## config.mk

```make
export PLATFORM = sky130hd
export DESIGN_NAME = drt_rom_table
export DESIGN_NICKNAME = d
export VERILOG_FILES = /design/src/inc/drt_pkg.sv /design/src/inc/drt_lookup_if.sv /design/src/hw/drt_entry_rom.sv /design/src/hw/drt_ident_regs.sv /design/src/hw/drt_rom_table.sv
export SDC_FILE = /design/constraint.sdc
export NUM_CORES = 1
export LEC_CHECK = 0
export BUFFER_PORTS_ARGS = -buffer_cell sky130_fd_sc_hd__buf_2
export CORE_ASPECT_RATIO = 1.2
export CORE_MARGIN = 2
export CORE_UTILIZATION = 31
export DETAILED_ROUTE_END_ITERATION = 6
export GPL_TIMING_DRIVEN = 0
export PLACE_DENSITY = 0.74
export SLEW_MARGIN = 20
export SYNTH_ARGS = -nofsm -noshare
export SYNTH_HDL_FRONTEND = slang
export SYNTH_SLANG_ARGS = --single-unit
```

## constraint.sdc

```tcl
create_clock -name clock -period 1.1 [get_ports clock]
set_input_delay 0.22 -clock clock [delete_from_list [all_inputs] [get_ports clock]]
set_output_delay 0.22 -clock clock [all_outputs]
set_load 0.01 [all_outputs]
```

## src/inc/drt_pkg.sv

```systemverilog
// Constants, types and the region decoder for the debug component list table.
// Assumes a 12-bit byte offset within one 4KB block and 32-bit read data.
//
// Contract
// - Size and continuation word at 0xFD0.
// - Bits 7:4 block count, 3:0 continuation.
// - Legacy may reuse the 0xFD0 word.
// - Words 0xFD4 to 0xFDC read zero.
// - Legacy may reuse words 0xFD4 to 0xFDC.
// - Legacy implements four words, ASCII designer code.
// - Legacy fourth word low byte is build configuration.
// - Table occupies exactly one 4KB block.
// - Writes never change any contents.
// - Storage format is 8-bit or 32-bit.
// - 8-bit format stores entries low byte first.
// - Fixed map: entries, type, identification words.
// - Only reserved area size depends on format; here the reserved area is 0xF00 to 0xFCB in both formats.
// - Offsets 0xF00 to 0xFCB read zero.
// - Last possible entry sits at 0xEFC.
// - Byte locations return zero in bits 31:8.
// - Table reads like plain memory by address.
// - Entry holds offset, format flag, present flag.
// - Unused area after entries reads zero.
// - Identity flag set when standard code used.

package drt_pkg;

    // Byte offsets of the regions and registers within the 4KB block.
    localparam logic [11:0] OFS_ENTRY_FIRST = 12'h000;
    localparam logic [11:0] OFS_ENTRY_LAST = 12'hEFC;
    localparam logic [11:0] OFS_RESERVED = 12'hF00;
    localparam logic [11:0] OFS_MEMORY_TYPE = 12'hFCC;
    localparam logic [11:0] OFS_SIZE_CONT = 12'hFD0;
    localparam logic [11:0] OFS_RESERVED_FIFTH = 12'hFD4;
    localparam logic [11:0] OFS_RESERVED_SIXTH = 12'hFD8;
    localparam logic [11:0] OFS_RESERVED_SEVENTH = 12'hFDC;
    localparam logic [11:0] OFS_PART_LOW = 12'hFE0;
    localparam logic [11:0] OFS_PART_HIGH = 12'hFE4;
    localparam logic [11:0] OFS_REVISION = 12'hFE8;
    localparam logic [11:0] OFS_BUILD_CONFIG = 12'hFEC;
    localparam logic [11:0] OFS_COMPONENT_ID = 12'hFF0;

    // Field positions inside identification words and table entries.
    localparam int BLOCK_COUNT_LSB = 4;
    localparam int CONTINUATION_LSB = 0;
    localparam int IDENT_USED_BIT = 3;
    localparam int ENTRY_OFFSET_LSB = 12;
    localparam int ENTRY_FORMAT_BIT = 1;
    localparam int ENTRY_PRESENT_BIT = 0;

    // Capacity of the entry area in each storage format.
    localparam int MAX_ENTRIES_32 = 960;
    localparam int MAX_ENTRIES_8 = 240;

    // Read answer timing and values after reset.
    localparam int READ_LATENCY = 2;
    localparam logic [31:0] RDATA_RESET = 32'h0000_0000;
    localparam logic [31:0] WORD_ZERO = 32'h0000_0000;

    typedef logic [31:0] drt_word_t;

    // Regions that a word offset can fall into.
    typedef enum logic [1:0] {
        DRT_RG_ENTRY,
        DRT_RG_ZERO,
        DRT_RG_IDENT
    } drt_region_e;

    // Classifies a byte offset; the entry area ends at the reserved start.
    function automatic drt_region_e drt_region(input logic [11:0] ofs);
        if (ofs >= OFS_MEMORY_TYPE) begin
            return DRT_RG_IDENT;
        end else if (ofs >= OFS_RESERVED) begin
            return DRT_RG_ZERO;
        end else begin
            return DRT_RG_ENTRY;
        end
    endfunction

endpackage

```

## src/inc/drt_lookup_if.sv

```systemverilog
// Lookup carrier between the table top and its two content stores.
// Assumes the store answers one clock after the index is presented.
`timescale 1ns/1ns
`default_nettype none

interface drt_lookup_if;
    logic [9:0] index; // Word or entry index presented by the top.
    logic [31:0] data; // Registered word returned by the store.

    modport requester (output index, input data);
    modport provider (input index, output data);
endinterface

`default_nettype wire

```

## src/hw/drt_entry_rom.sv

```systemverilog
// Constant store for the component entries of the table.
// Assumes the index is stable on the clock edge; data comes out of a register.
`timescale 1ns/1ns
`default_nettype none

module drt_entry_rom #(
    parameter int DEPTH = 2,
    parameter logic [DEPTH*32-1:0] CONTENTS = '0
) (
    input wire logic clock,
    input wire logic rst,
    drt_lookup_if.provider lk
);
    import drt_pkg::*;

    logic [31:0] data_q; // Registered read word.
    logic [31:0] data_d; // Word selected this cycle.

    // Indices past the last entry read as the blank or unused area.
    assign data_d = (32'(lk.index) < DEPTH) ? CONTENTS[lk.index*32 +: 32] : WORD_ZERO;
    assign lk.data = data_q;

    // The store is read-only, so the only state is the output register.
    always_ff @(posedge clock or posedge rst) begin
        if (rst) begin
            data_q <= WORD_ZERO;
        end else begin
            data_q <= data_d;
        end
    end
endmodule

`default_nettype wire

```

## src/hw/drt_ident_regs.sv

```systemverilog
// Memory type and identification words at the top of the 4KB block.
// Assumes the index is byte offset bits 5:2, so 3 is 0xFCC and 15 is 0xFFC.
`timescale 1ns/1ns
`default_nettype none

module drt_ident_regs #(
    parameter bit LEGACY = 1'b0,
    parameter logic [31:0] MEMORY_TYPE = 32'h0000_0000,
    parameter logic [3:0] BLOCK_COUNT_LOG2 = 4'h0,
    parameter logic [3:0] CONTINUATION = 4'h0,
    parameter logic [11:0] PART_NUMBER = 12'h000,
    parameter logic [6:0] DESIGNER_CODE = 7'h00,
    parameter logic [3:0] REVISION = 4'h0,
    parameter logic [3:0] REV_AND = 4'h0,
    parameter logic [3:0] CUSTOMER_MOD = 4'h0,
    parameter logic [7:0] BUILD_CONFIG = 8'h00,
    parameter logic [127:0] LEGACY_WORDS = '0,
    parameter logic [31:0] COMPONENT_ID = 32'h0000_0000
) (
    input wire logic clock,
    input wire logic rst,
    drt_lookup_if.provider lk
);
    import drt_pkg::*;

    logic [31:0] data_q; // Registered identification word.
    logic [31:0] data_d; // Word chosen by the index.
    logic [3:0] idx; // Low index bits name one of sixteen words.
    logic [31:0] size_word; // Standard 0xFD0 layout.

    assign idx = lk.index[3:0];
    assign size_word = {24'h00_0000, BLOCK_COUNT_LOG2, CONTINUATION};

    // Selects the constant word; any index not listed reads zero.
    always_comb begin
        data_d = WORD_ZERO;
        case (idx)
            4'h3: data_d = MEMORY_TYPE;
            4'h4: data_d = LEGACY ? LEGACY_WORDS[31:0] : size_word;
            4'h5: data_d = LEGACY ? LEGACY_WORDS[63:32] : WORD_ZERO;
            4'h6: data_d = LEGACY ? LEGACY_WORDS[95:64] : WORD_ZERO;
            4'h7: data_d = LEGACY ? LEGACY_WORDS[127:96] : WORD_ZERO;
            4'h8: data_d = {24'h00_0000, PART_NUMBER[7:0]};
            4'h9: data_d = {24'h00_0000, DESIGNER_CODE[3:0], PART_NUMBER[11:8]};
            4'hA: data_d = {24'h00_0000, REVISION, ~LEGACY, DESIGNER_CODE[6:4]};
            4'hB: data_d = LEGACY ? {24'h00_0000, BUILD_CONFIG}
                                  : {24'h00_0000, REV_AND, CUSTOMER_MOD};
            4'hC: data_d = {24'h00_0000, COMPONENT_ID[7:0]};
            4'hD: data_d = {24'h00_0000, COMPONENT_ID[15:8]};
            4'hE: data_d = {24'h00_0000, COMPONENT_ID[23:16]};
            4'hF: data_d = {24'h00_0000, COMPONENT_ID[31:24]};
            default: data_d = WORD_ZERO;
        endcase
    end

    assign lk.data = data_q;

    // Output register; contents never change, so reads have no side effects.
    always_ff @(posedge clock or posedge rst) begin
        if (rst) begin
            data_q <= WORD_ZERO;
        end else begin
            data_q <= data_d;
        end
    end
endmodule

`default_nettype wire

```

## src/hw/drt_rom_table.sv

```systemverilog
// Top of the read-only debug component list table and identification space.
// Assumes a memory access port drives a simple select, write, address
// handshake on the debug bus, one request at most per clock.
`timescale 1ns/1ns
`default_nettype none

module drt_rom_table #(
    // Storage format: 1 for one word per entry, 0 for one byte per word.
    parameter bit FORMAT_32 = 1'b1,
    // Number of stored entries, the blank terminator not counted.
    parameter int NUM_ENTRIES = 2,
    // Entry words, entry 0 in the lowest 32 bits.
    parameter logic [NUM_ENTRIES*32-1:0] ENTRIES = {32'h0000_2003, 32'hFFF0_F003},
    // Legacy identification layout with an ASCII designer code.
    parameter bit LEGACY = 1'b0,
    parameter logic [31:0] MEMORY_TYPE = 32'h0000_0000,
    parameter logic [3:0] BLOCK_COUNT_LOG2 = 4'h0,
    // Designer codes below are arbitrary neutral values.
    parameter logic [3:0] CONTINUATION = 4'h0,
    parameter logic [6:0] DESIGNER_CODE = 7'h00,
    parameter logic [11:0] PART_NUMBER = 12'h000,
    parameter logic [3:0] REVISION = 4'h0,
    parameter logic [3:0] REV_AND = 4'h0,
    parameter logic [3:0] CUSTOMER_MOD = 4'h0,
    parameter logic [7:0] BUILD_CONFIG = 8'h00,
    parameter logic [127:0] LEGACY_WORDS = '0,
    parameter logic [31:0] COMPONENT_ID = 32'h0000_0000
) (
    input wire logic clock,
    input wire logic rst,
    // Request strobe from the memory access port, one cycle per access.
    input wire logic bus_sel,
    // High for a write, which is accepted and discarded.
    input wire logic bus_write,
    // Byte offset within the 4KB block; bits 1:0 are ignored.
    input wire logic [11:0] bus_addr,
    // Write data, never stored.
    input wire logic [31:0] bus_wdata,
    // Read data, valid while bus_ready is high.
    output logic [31:0] bus_rdata,
    // One-cycle answer, two clocks after the request.
    output logic bus_ready
);
    import drt_pkg::*;

    // Capacity of the entry area for the chosen format.
    localparam int MAX_ENTRIES = FORMAT_32 ? MAX_ENTRIES_32 : MAX_ENTRIES_8;

    // Refuse a table that cannot fit below the reserved area.
    if (NUM_ENTRIES < 1 || NUM_ENTRIES > MAX_ENTRIES) begin : g_bad_count
        $error("entry count does not fit the entry area");
    end

    // Every entry must carry the format flag that matches the storage format.
    for (genvar i = 0; i < NUM_ENTRIES; i++) begin : g_entry_check
        if (ENTRIES[i*32+ENTRY_FORMAT_BIT] != FORMAT_32) begin : g_bad_format
            $error("entry format flag differs from storage format");
        end
        if (ENTRIES[i*32+ENTRY_OFFSET_LSB +: 20] == 20'h0_0000) begin : g_bad_offset
            $error("entry offset points back at the table");
        end
    end

    // Carriers to the two constant stores.
    drt_lookup_if entry_lk ();
    drt_lookup_if ident_lk ();

    // ------------------------------------------------------------------
    // Address decode, request cycle.
    // ------------------------------------------------------------------

    logic [9:0] word_index; // Word offset of the request.
    drt_region_e region; // Region the request falls into.
    logic [9:0] entry_index; // Entry number addressed in the entry area.
    logic [1:0] byte_lane; // Byte of the entry in the 8-bit format.
    logic read_req; // A read was presented this cycle.
    logic write_req; // A write was presented this cycle.

    // Only the 4KB block is decoded; bits above are the bus's business.
    assign word_index = bus_addr[11:2];
    assign region = drt_region(bus_addr);

    // In the 8-bit format four words make one entry, low byte first, so
    // the entry number drops two bits and those bits pick the byte.
    assign entry_index = FORMAT_32 ? word_index : {2'b00, word_index[9:2]};
    assign byte_lane = FORMAT_32 ? 2'b00 : word_index[1:0];

    assign read_req = bus_sel && !bus_write;
    assign write_req = bus_sel && bus_write;

    // Both stores see the index every cycle; they have no read side effects,
    // so looking up on idle cycles costs nothing but toggling.
    assign entry_lk.index = entry_index;
    assign ident_lk.index = word_index;

    // The entry store answers zero past the last entry, which covers the
    // blank terminator and the unused area up to the reserved start.
    drt_entry_rom #(
        .DEPTH(NUM_ENTRIES),
        .CONTENTS(ENTRIES)
    ) u_entries (
        .clock(clock),
        .rst(rst),
        .lk(entry_lk.provider)
    );

    // Memory type, identification and component words share one store.
    drt_ident_regs #(
        .LEGACY(LEGACY),
        .MEMORY_TYPE(MEMORY_TYPE),
        .BLOCK_COUNT_LOG2(BLOCK_COUNT_LOG2),
        .CONTINUATION(CONTINUATION),
        .PART_NUMBER(PART_NUMBER),
        .DESIGNER_CODE(DESIGNER_CODE),
        .REVISION(REVISION),
        .REV_AND(REV_AND),
        .CUSTOMER_MOD(CUSTOMER_MOD),
        .BUILD_CONFIG(BUILD_CONFIG),
        .LEGACY_WORDS(LEGACY_WORDS),
        .COMPONENT_ID(COMPONENT_ID)
    ) u_ident (
        .clock(clock),
        .rst(rst),
        .lk(ident_lk.provider)
    );

    // ------------------------------------------------------------------
    // First pipeline stage: remember what the store outputs will mean.
    // ------------------------------------------------------------------

    logic stage_read_q; // A read is in flight to the stores.
    logic stage_write_q; // A write is in flight, to be acknowledged only.
    drt_region_e stage_region_q; // Region of the access in flight.
    logic [1:0] stage_lane_q; // Byte lane of the access in flight.

    // Captures the request so that it lines up with the registered stores.
    always_ff @(posedge clock or posedge rst) begin
        if (rst) begin
            stage_read_q <= 1'b0;
            stage_write_q <= 1'b0;
            stage_region_q <= DRT_RG_ZERO;
            stage_lane_q <= 2'b00;
        end else begin
            stage_read_q <= read_req;
            stage_write_q <= write_req;
            stage_region_q <= region;
            stage_lane_q <= byte_lane;
        end
    end

    // ------------------------------------------------------------------
    // Answer selection, second cycle.
    // ------------------------------------------------------------------

    logic [31:0] entry_word; // Stored entry addressed by the request.
    logic [7:0] entry_byte; // Selected byte of that entry.
    logic [31:0] entry_answer; // Entry area answer in the active format.
    logic [31:0] read_answer; // Answer for the region in flight.
    logic [31:0] rdata_d; // Next read data.
    logic [31:0] rdata_q; // Read data register.
    logic ready_d; // Next answer strobe.
    logic ready_q; // Answer strobe register.

    assign entry_word = entry_lk.data;

    // Lane 0 holds entry bits 7:0, lane 3 bits 31:24.
    assign entry_byte = entry_word[stage_lane_q*8 +: 8];

    // Byte-format locations carry data in the low byte only.
    assign entry_answer = FORMAT_32 ? entry_word : {24'h00_0000, entry_byte};

    // The reserved area from 0xF00 to 0xFCB is answered with zero here, so
    // no store can leak into it whatever the entry count.
    assign read_answer = (stage_region_q == DRT_RG_ENTRY) ? entry_answer :
                         (stage_region_q == DRT_RG_IDENT) ? ident_lk.data :
                         WORD_ZERO;

    // A write is answered like a read but returns zero and changes nothing;
    // the written data has no path into any store.
    assign rdata_d = stage_read_q ? read_answer : WORD_ZERO;
    assign ready_d = stage_read_q || stage_write_q;

    // Output registers; the answer strobe lasts one cycle per request.
    always_ff @(posedge clock or posedge rst) begin
        if (rst) begin
            rdata_q <= RDATA_RESET;
            ready_q <= 1'b0;
        end else begin
            rdata_q <= rdata_d;
            ready_q <= ready_d;
        end
    end

    assign bus_rdata = rdata_q;
    assign bus_ready = ready_q;

    // The write data port exists only to match the bus; it is never read
    // into any state, which is what keeps the table read-only.
    logic unused_wdata; // Reduction sink for the discarded write data.
    assign unused_wdata = ^bus_wdata;

endmodule

`default_nettype wire

```

==> flow_metrics.py, run 1 <==
metrics = {
    "synth": {
        "synth_ff_type": "dfrtp_1",
        "synth_warnings": 0,
        "mappedNetlistArea_sq_um": 651,
        "synth_area_leader_cell": "dfrtp_1",
        "ys_types": 20,
        "netlist.area_leader.share_pct": 42.3,
        "ys_seq_area_share_pct": 46.3,
        "synth.avg_cell_area_sq_um": 10.7,
        "synth.most_common_cell": "buf_4",
        "synthCells": 61,
        "ys_top_cells_by_area": "dfrtp_1 (42%), buf_4 (32%), dfstp_2 (4.0%), nor4bb_1 (3.1%), nor4_1 (1.9%)",
        "synth_seq_cells": 12,
        "synth-edff-count": 0,
        "synth_common_cells": "buf_4 (28), dfrtp_1 (11)",
        "synthArstFlopShare_pct": 100,
        "syn-num-nets": 109,
    },
    "global_routing": {
        "grt_pass1_vias": 461,
        "grt_max_degree": 14,
        "antenna_found_initial": 0,
        "overflow": 0,
        "grt_usage_pct": 10.9,
        "grt_pass1_wl_um": 1900,
    },
    "finish": {
        "area_growth_pct": 74.2,
        "finalNetCount": 163,
        "fin_area_sq_um": 1130,
        "final_cells": 134,
        "multi_input_area_sq_um": 135,
        "layout-drive-gt1-share_pct": 73.7,
        "num_antenna_cells": 0,
        "final.fill_count": 190,
        "ff_latch_area_sq_um": 304,
    },
    "routing": {
        "ant_nets": 0,
        "wl_met2_um": 695,
        "drt-total-wl_um": 1420,
        "met3_length_um": 216,
        "drt-vias-per-instance": 4.26,
        "dr.pass1.iters": 4,
        "wire_per_inst_um": 10.6,
        "drt_iter0_drc": 11,
        "vias": 571,
        "drc_errors": 0,
        "highest_layer": "met3",
        "met1_length_um": 503,
    },
    "critical_path": {
        "cp-start-kind": "flip-flop",
        "cp_max_fo": 8,
        "end_kind": "primary output",
        "rr_startpoint": "stage_region_q[0]$_DFF_PP1_",
        "critPathLaunch": "bus_rdata[30]$_DFF_PP0_",
        "required_ns": 0.88,
        "path_class": "flip-flop to primary output",
        "cp.arrival_ns": 1.04,
    },
    "placement": {
        "placed_cell_area_sq_um": 906,
        "gp_congestion": 0.632,
        "dp_cells": 127,
        "hpwl_um": 879,
        "io_buffers": 46,
    },
    "clocking": {
        "clock_latency_ns": 0.26,
        "cts.sinks": 12,
        "tritoncts": "built",
        "cts_root_buf": "clkbuf_4",
        "cts.clk_slew.worst_paths_ns": 0.07,
        "htree_num_levels": 1,
        "clock_path_buffers": 2,
        "cts_buffers": 3,
    },
    "sta": {
        "setup_viol_count_final": 30,
        "min_period_ns": 1.26,
        "rsz0062_at_grt": "true",
        "fmax_ghz": 0.792,
        "finalHoldViolCount": 0,
        "tns_ns": -4.20,
        "fin_skew_ns": 0.00659,
        "drv_slew": 0,
        "fin_crit_sh_pct": 115,
        "final.setup.worst_slack_ns": -0.163,
    },
    "run_status": {
        "status": "finished, violations left",
        "violations": "negative setup slack",
    },
    "power": {
        "vdd_drop_max_mv": 0.486,
        "power_w": 0.000867,
        "powerDensity_nw_per_um2": 764,
        "leakagePower_nw": 0.608,
    },
    "die": {
        "die_w_um": 45.8,
        "start_util_pct": 32.1,
        "coreArea_sq_um": 2030,
        "die_y_um": 54.2,
        "rows": 18,
        "dieArea_sq_um": 2480,
        "ios": 81,
    },
    "job": {
        "maxCapViolations": 0,
    },
    "worst_hold_path": {
        "min_from": "bus_write",
        "min_path_type": "primary input to flip-flop",
    },
}
where the power goes:
part           internal (W)  switching (W)
Sequential         0.000453     0.00000886
Combinational     0.0000733      0.0000604
Clock              0.000140       0.000131
Total              0.000666       0.000201
placed cells by master, fill, tap and decap left out, drive strengths merged, types with 2 or more instances in the layout:
cell type	count
nor2	2
nor4bb	2
dfrtp	11
clkbuf	4
buf	76
nand2	2
nor4	3
what timing repair did:
action,4_1_cts,5_1_grt
hold buffers,1,0
endpoints found under the hold margin,11,0
endpoints found under the setup margin,30,31
resized for setup,33,6
setup buffers,2,0
logic make-up (layout without fill, tap and decap cells):
group | count (synthesis) | after routing | share of synthesized area, %
buf+inv | 29 | 82 | 32.9
flops | 12 | 12 | 46.3
simple gates | 17 | 17 | 17.9
other cells | 1 | 1 | 0.576
compound gates | 2 | 2 | 2.31
area by class of cell:
class	count	area share, %
inverter	1	0.331
tap	20	2.21
multi-input combinational	20	11.9
sequential	12	26.8
clock buffer	4	2.32
timing repair buffer	49	32.6
buffer	28	23.8
sequential cells by signal, indices dropped and copies added, names as in the netlist:
signal and count:
bus_ready 1, bus_rdata 4, u_ident.lk.data 1, stage_write_q 1
stage_region_q 2, u_entries.lk.data 2, stage_read_q 1
per-layer routing:
| layer | track usage, % | vias to the layer above |
|---|---|---|
| met5 | 0 | - |
| met4 | 7.14 | 0 |
| met3 | 2.68 | 0 |
| met2 | 20.0 | 48 |
| met1 | 10.6 | 241 |
| li1 | - | 282 |
per-stage QoR:
stage | hold slack, ns | utilization [%] | setup slack (ns)
after floorplan | 0.0840 | - | 0.126
after global placement | 0.223 | 44.7 | -0.000208
after detailed placement | 0.241 | 44.7 | -0.0542
after CTS | 0.0927 | 54.7 | -0.169
after global routing | 0.0997 | 55.9 | -0.213
final | 0.104 | 55.9 | -0.163
critical path: stages (launching register included):
cell and delay (ns):
dfrtp_2 0.41, buf_6 0.15, buf_6 0.11, buf_6 0.11
final timing paths:
kind                                          endpoint  slack [ns]  cells after the start
max                                      bus_rdata[14]       -0.16                      3
min                             stage_read_q$_DFF_PP0_        0.10                      2
max reg2reg                     bus_rdata[3]$_DFF_PP0_        0.27                      1
min reg2reg                        bus_ready$_DFF_PP0_        0.43                      1
max in group asynchronous  stage_region_q[0]$_DFF_PP1_        0.28                      3
min in group asynchronous          bus_ready$_DFF_PP0_        0.48                      3
(Power assumes the default switching activity.)
==> run 2: changes to the inputs <==
--- a/config.mk
+++ b/config.mk
@@ -10,8 +10,10 @@
 export CORE_MARGIN = 2
 export CORE_UTILIZATION = 31
 export DETAILED_ROUTE_END_ITERATION = 6
+export GPL_ROUTABILITY_DRIVEN = 1
 export GPL_TIMING_DRIVEN = 0
 export PLACE_DENSITY = 0.74
+export SKIP_CTS_REPAIR_TIMING = 1
 export SLEW_MARGIN = 20
 export SYNTH_ARGS = -nofsm -noshare
 export SYNTH_HDL_FRONTEND = slang
==> run 2 against run 1 <==
Net effect:
- the flow still finishes with violations (negative setup slack)
- flip-flop and latch count did not move
- sequential share of layout area barely moved
- count of clock-buffer cells in the layout did not move
- non-clock buffer count rose by 1
- first-iteration DRC count fell by 9.1%
- global-route usage fell by 2.0 points
- clock power barely moved
- worst hold slack improved by 0.0023 ns
- register-to-register slack barely moved
- critical path type unchanged
- largest cell class unchanged
- highest routed layer unchanged
==> flow_metrics.py, run 2 (same netlist as run 1, synthesis figures left out) <==
metrics = {
    "clocking": {
        "cts_buffers": 3,
        "cts_root_buf": "clkbuf_4",
        "cts.clk_slew.worst_paths_ns": 0.07,
        "htree_num_levels": 1,
        "cts.sinks": 12,
        "clock_path_buffers": 2,
        "tritoncts": "built",
        "clock_latency_ns": 0.26,
    },
    "sta": {
        "drv_slew": 0,
        "fmax_ghz": 0.780,
        "finalHoldViolCount": 0,
        "tns_ns": -4.27,
        "fin_crit_sh_pct": 117,
        "hold_ws_ns": 0.106,
        "fin_skew_ns": 0.00489,
        "final.setup.worst_slack_ns": -0.182,
        "min_period_ns": 1.28,
        "rsz0062_at_grt": "true",
        "setup_viol_count_final": 30,
    },
    "run_status": {
        "violations": "negative setup slack",
        "status": "finished, violations left",
    },
    "routing": {
        "vias": 582,
        "wire_per_inst_um": 10.3,
        "drt_iter0_drc": 10,
        "dr.pass1.iters": 4,
        "drc_errors": 0,
        "ant_nets": 0,
        "drt-total-wl_um": 1390,
        "drt-vias-per-instance": 4.31,
    },
    "placement": {
        "dp_cells": 127,
        "pre_cts_ws_ns": -0.0542,
        "io_buffers": 46,
        "gp_congestion": 0.632,
        "hpwl_um": 879,
    },
    "critical_path": {
        "cp_slowest_stage_delay_ns": 0.44,
        "path_class": "flip-flop to primary output",
        "cp.arrival_ns": 1.06,
        "crit_slowest_cell": "dfrtp_2",
        "cp_common_cell": "buf_6",
        "cp_max_fo": 7,
        "rr_startpoint": "stage_region_q[0]$_DFF_PP1_",
        "cp-start-kind": "flip-flop",
        "path_cells": "buf_6, buf_6, buf_6",
        "required_ns": 0.88,
        "end_kind": "primary output",
        "critPathLaunch": "bus_rdata[30]$_DFF_PP0_",
    },
    "power": {
        "vdd_drop_max_mv": 0.482,
        "powerDensity_nw_per_um2": 762,
        "leakagePower_nw": 0.612,
    },
    "global_routing": {
        "grt_max_degree": 16,
        "grt_usage_pct": 8.94,
        "overflow": 0,
        "antenna_found_initial": 0,
        "grt_pass1_vias": 397,
        "grt_pass1_wl_um": 1550,
    },
    "finish": {
        "final_cells": 135,
        "multi_input_area_sq_um": 135,
        "largest_reg_flops": 4,
        "finalNetCount": 164,
        "final.fill_count": 188,
        "layout-drive-gt1-share_pct": 73.9,
        "final_cell_mix": "buf_6 (34), buf_2 (30), buf_4 (13)",
        "ff_latch_area_sq_um": 304,
        "utilization_pct": 56.0,
        "num_antenna_cells": 0,
        "area_growth_pct": 74.4,
        "final_common_cell": "buf_6",
    },
    "die": {
        "die_w_um": 45.8,
        "die_y_um": 54.2,
        "ios": 81,
        "rows": 18,
        "dieArea_sq_um": 2480,
        "coreArea_sq_um": 2030,
        "start_util_pct": 32.1,
    },
    "worst_hold_path": {
        "min_path_type": "primary input to flip-flop",
        "min_from": "bus_write",
    },
    "job": {
        "maxCapViolations": 0,
    },
}
-- run 2: cell count changes in the layout (fill, tap and decap cells not counted), sizes merged --
cell / delta
buf: +1
-- run 2: area by class of cell --
| class | instances | area share [%] |
|---|---|---|
| repair buffers | 50 | 33.0 |
| flip-flops and latches | 12 | 26.8 |
| plain buffers | 28 | 23.5 |
| multi-input cells | 20 | 11.9 |
| clock buffers | 4 | 2.32 |
| well taps | 20 | 2.21 |
| inverters | 1 | 0.331 |
-- run 2: path summary, 6_finish.rpt --
path	end	slack, ns	cells past startpoint
worst max-delay path	bus_rdata[14]	-0.18	3
worst min-delay path	stage_read_q$_DFF_PP0_	0.11	2
worst max register to register	bus_rdata[3]$_DFF_PP0_	0.27	1
worst min register to register	bus_ready$_DFF_PP0_	0.43	1
max in group asynchronous	stage_region_q[0]$_DFF_PP1_	0.28	3
min in group asynchronous	bus_ready$_DFF_PP0_	0.49	3
-- run 2: metrics by stage --
step / total power (W) / instance area, sq um
finish: 0.000865 / 1130
global route: 0.000921 / 1130
CTS: 0.000878 / 932
detailed placement: 0.000600 / 906
global placement: 0.000596 / 906
floorplan: 0.000537 / 651
-- run 2: per-layer routing --
metal | part of all wire (%) | global-route usage, %
met3 | 17 | 2.01
met4 | 0 | 7.14
met1 | 32 | 8.75
met2 | 50 | 15.7
met5 | 0 | 0
-- run 2: report_power, final --
group	total (W)	switching [W]	internal, W
clock	0.000269	0.000129	0.000140
sequential	0.000462	0.00000893	0.000453
combinational	0.000134	0.0000608	0.0000733
-- run 2: critical path: cells and delay by family (launching register included) --
family   cells  cell delay [ns]
buf+inv      3             0.37
flops        1             0.44
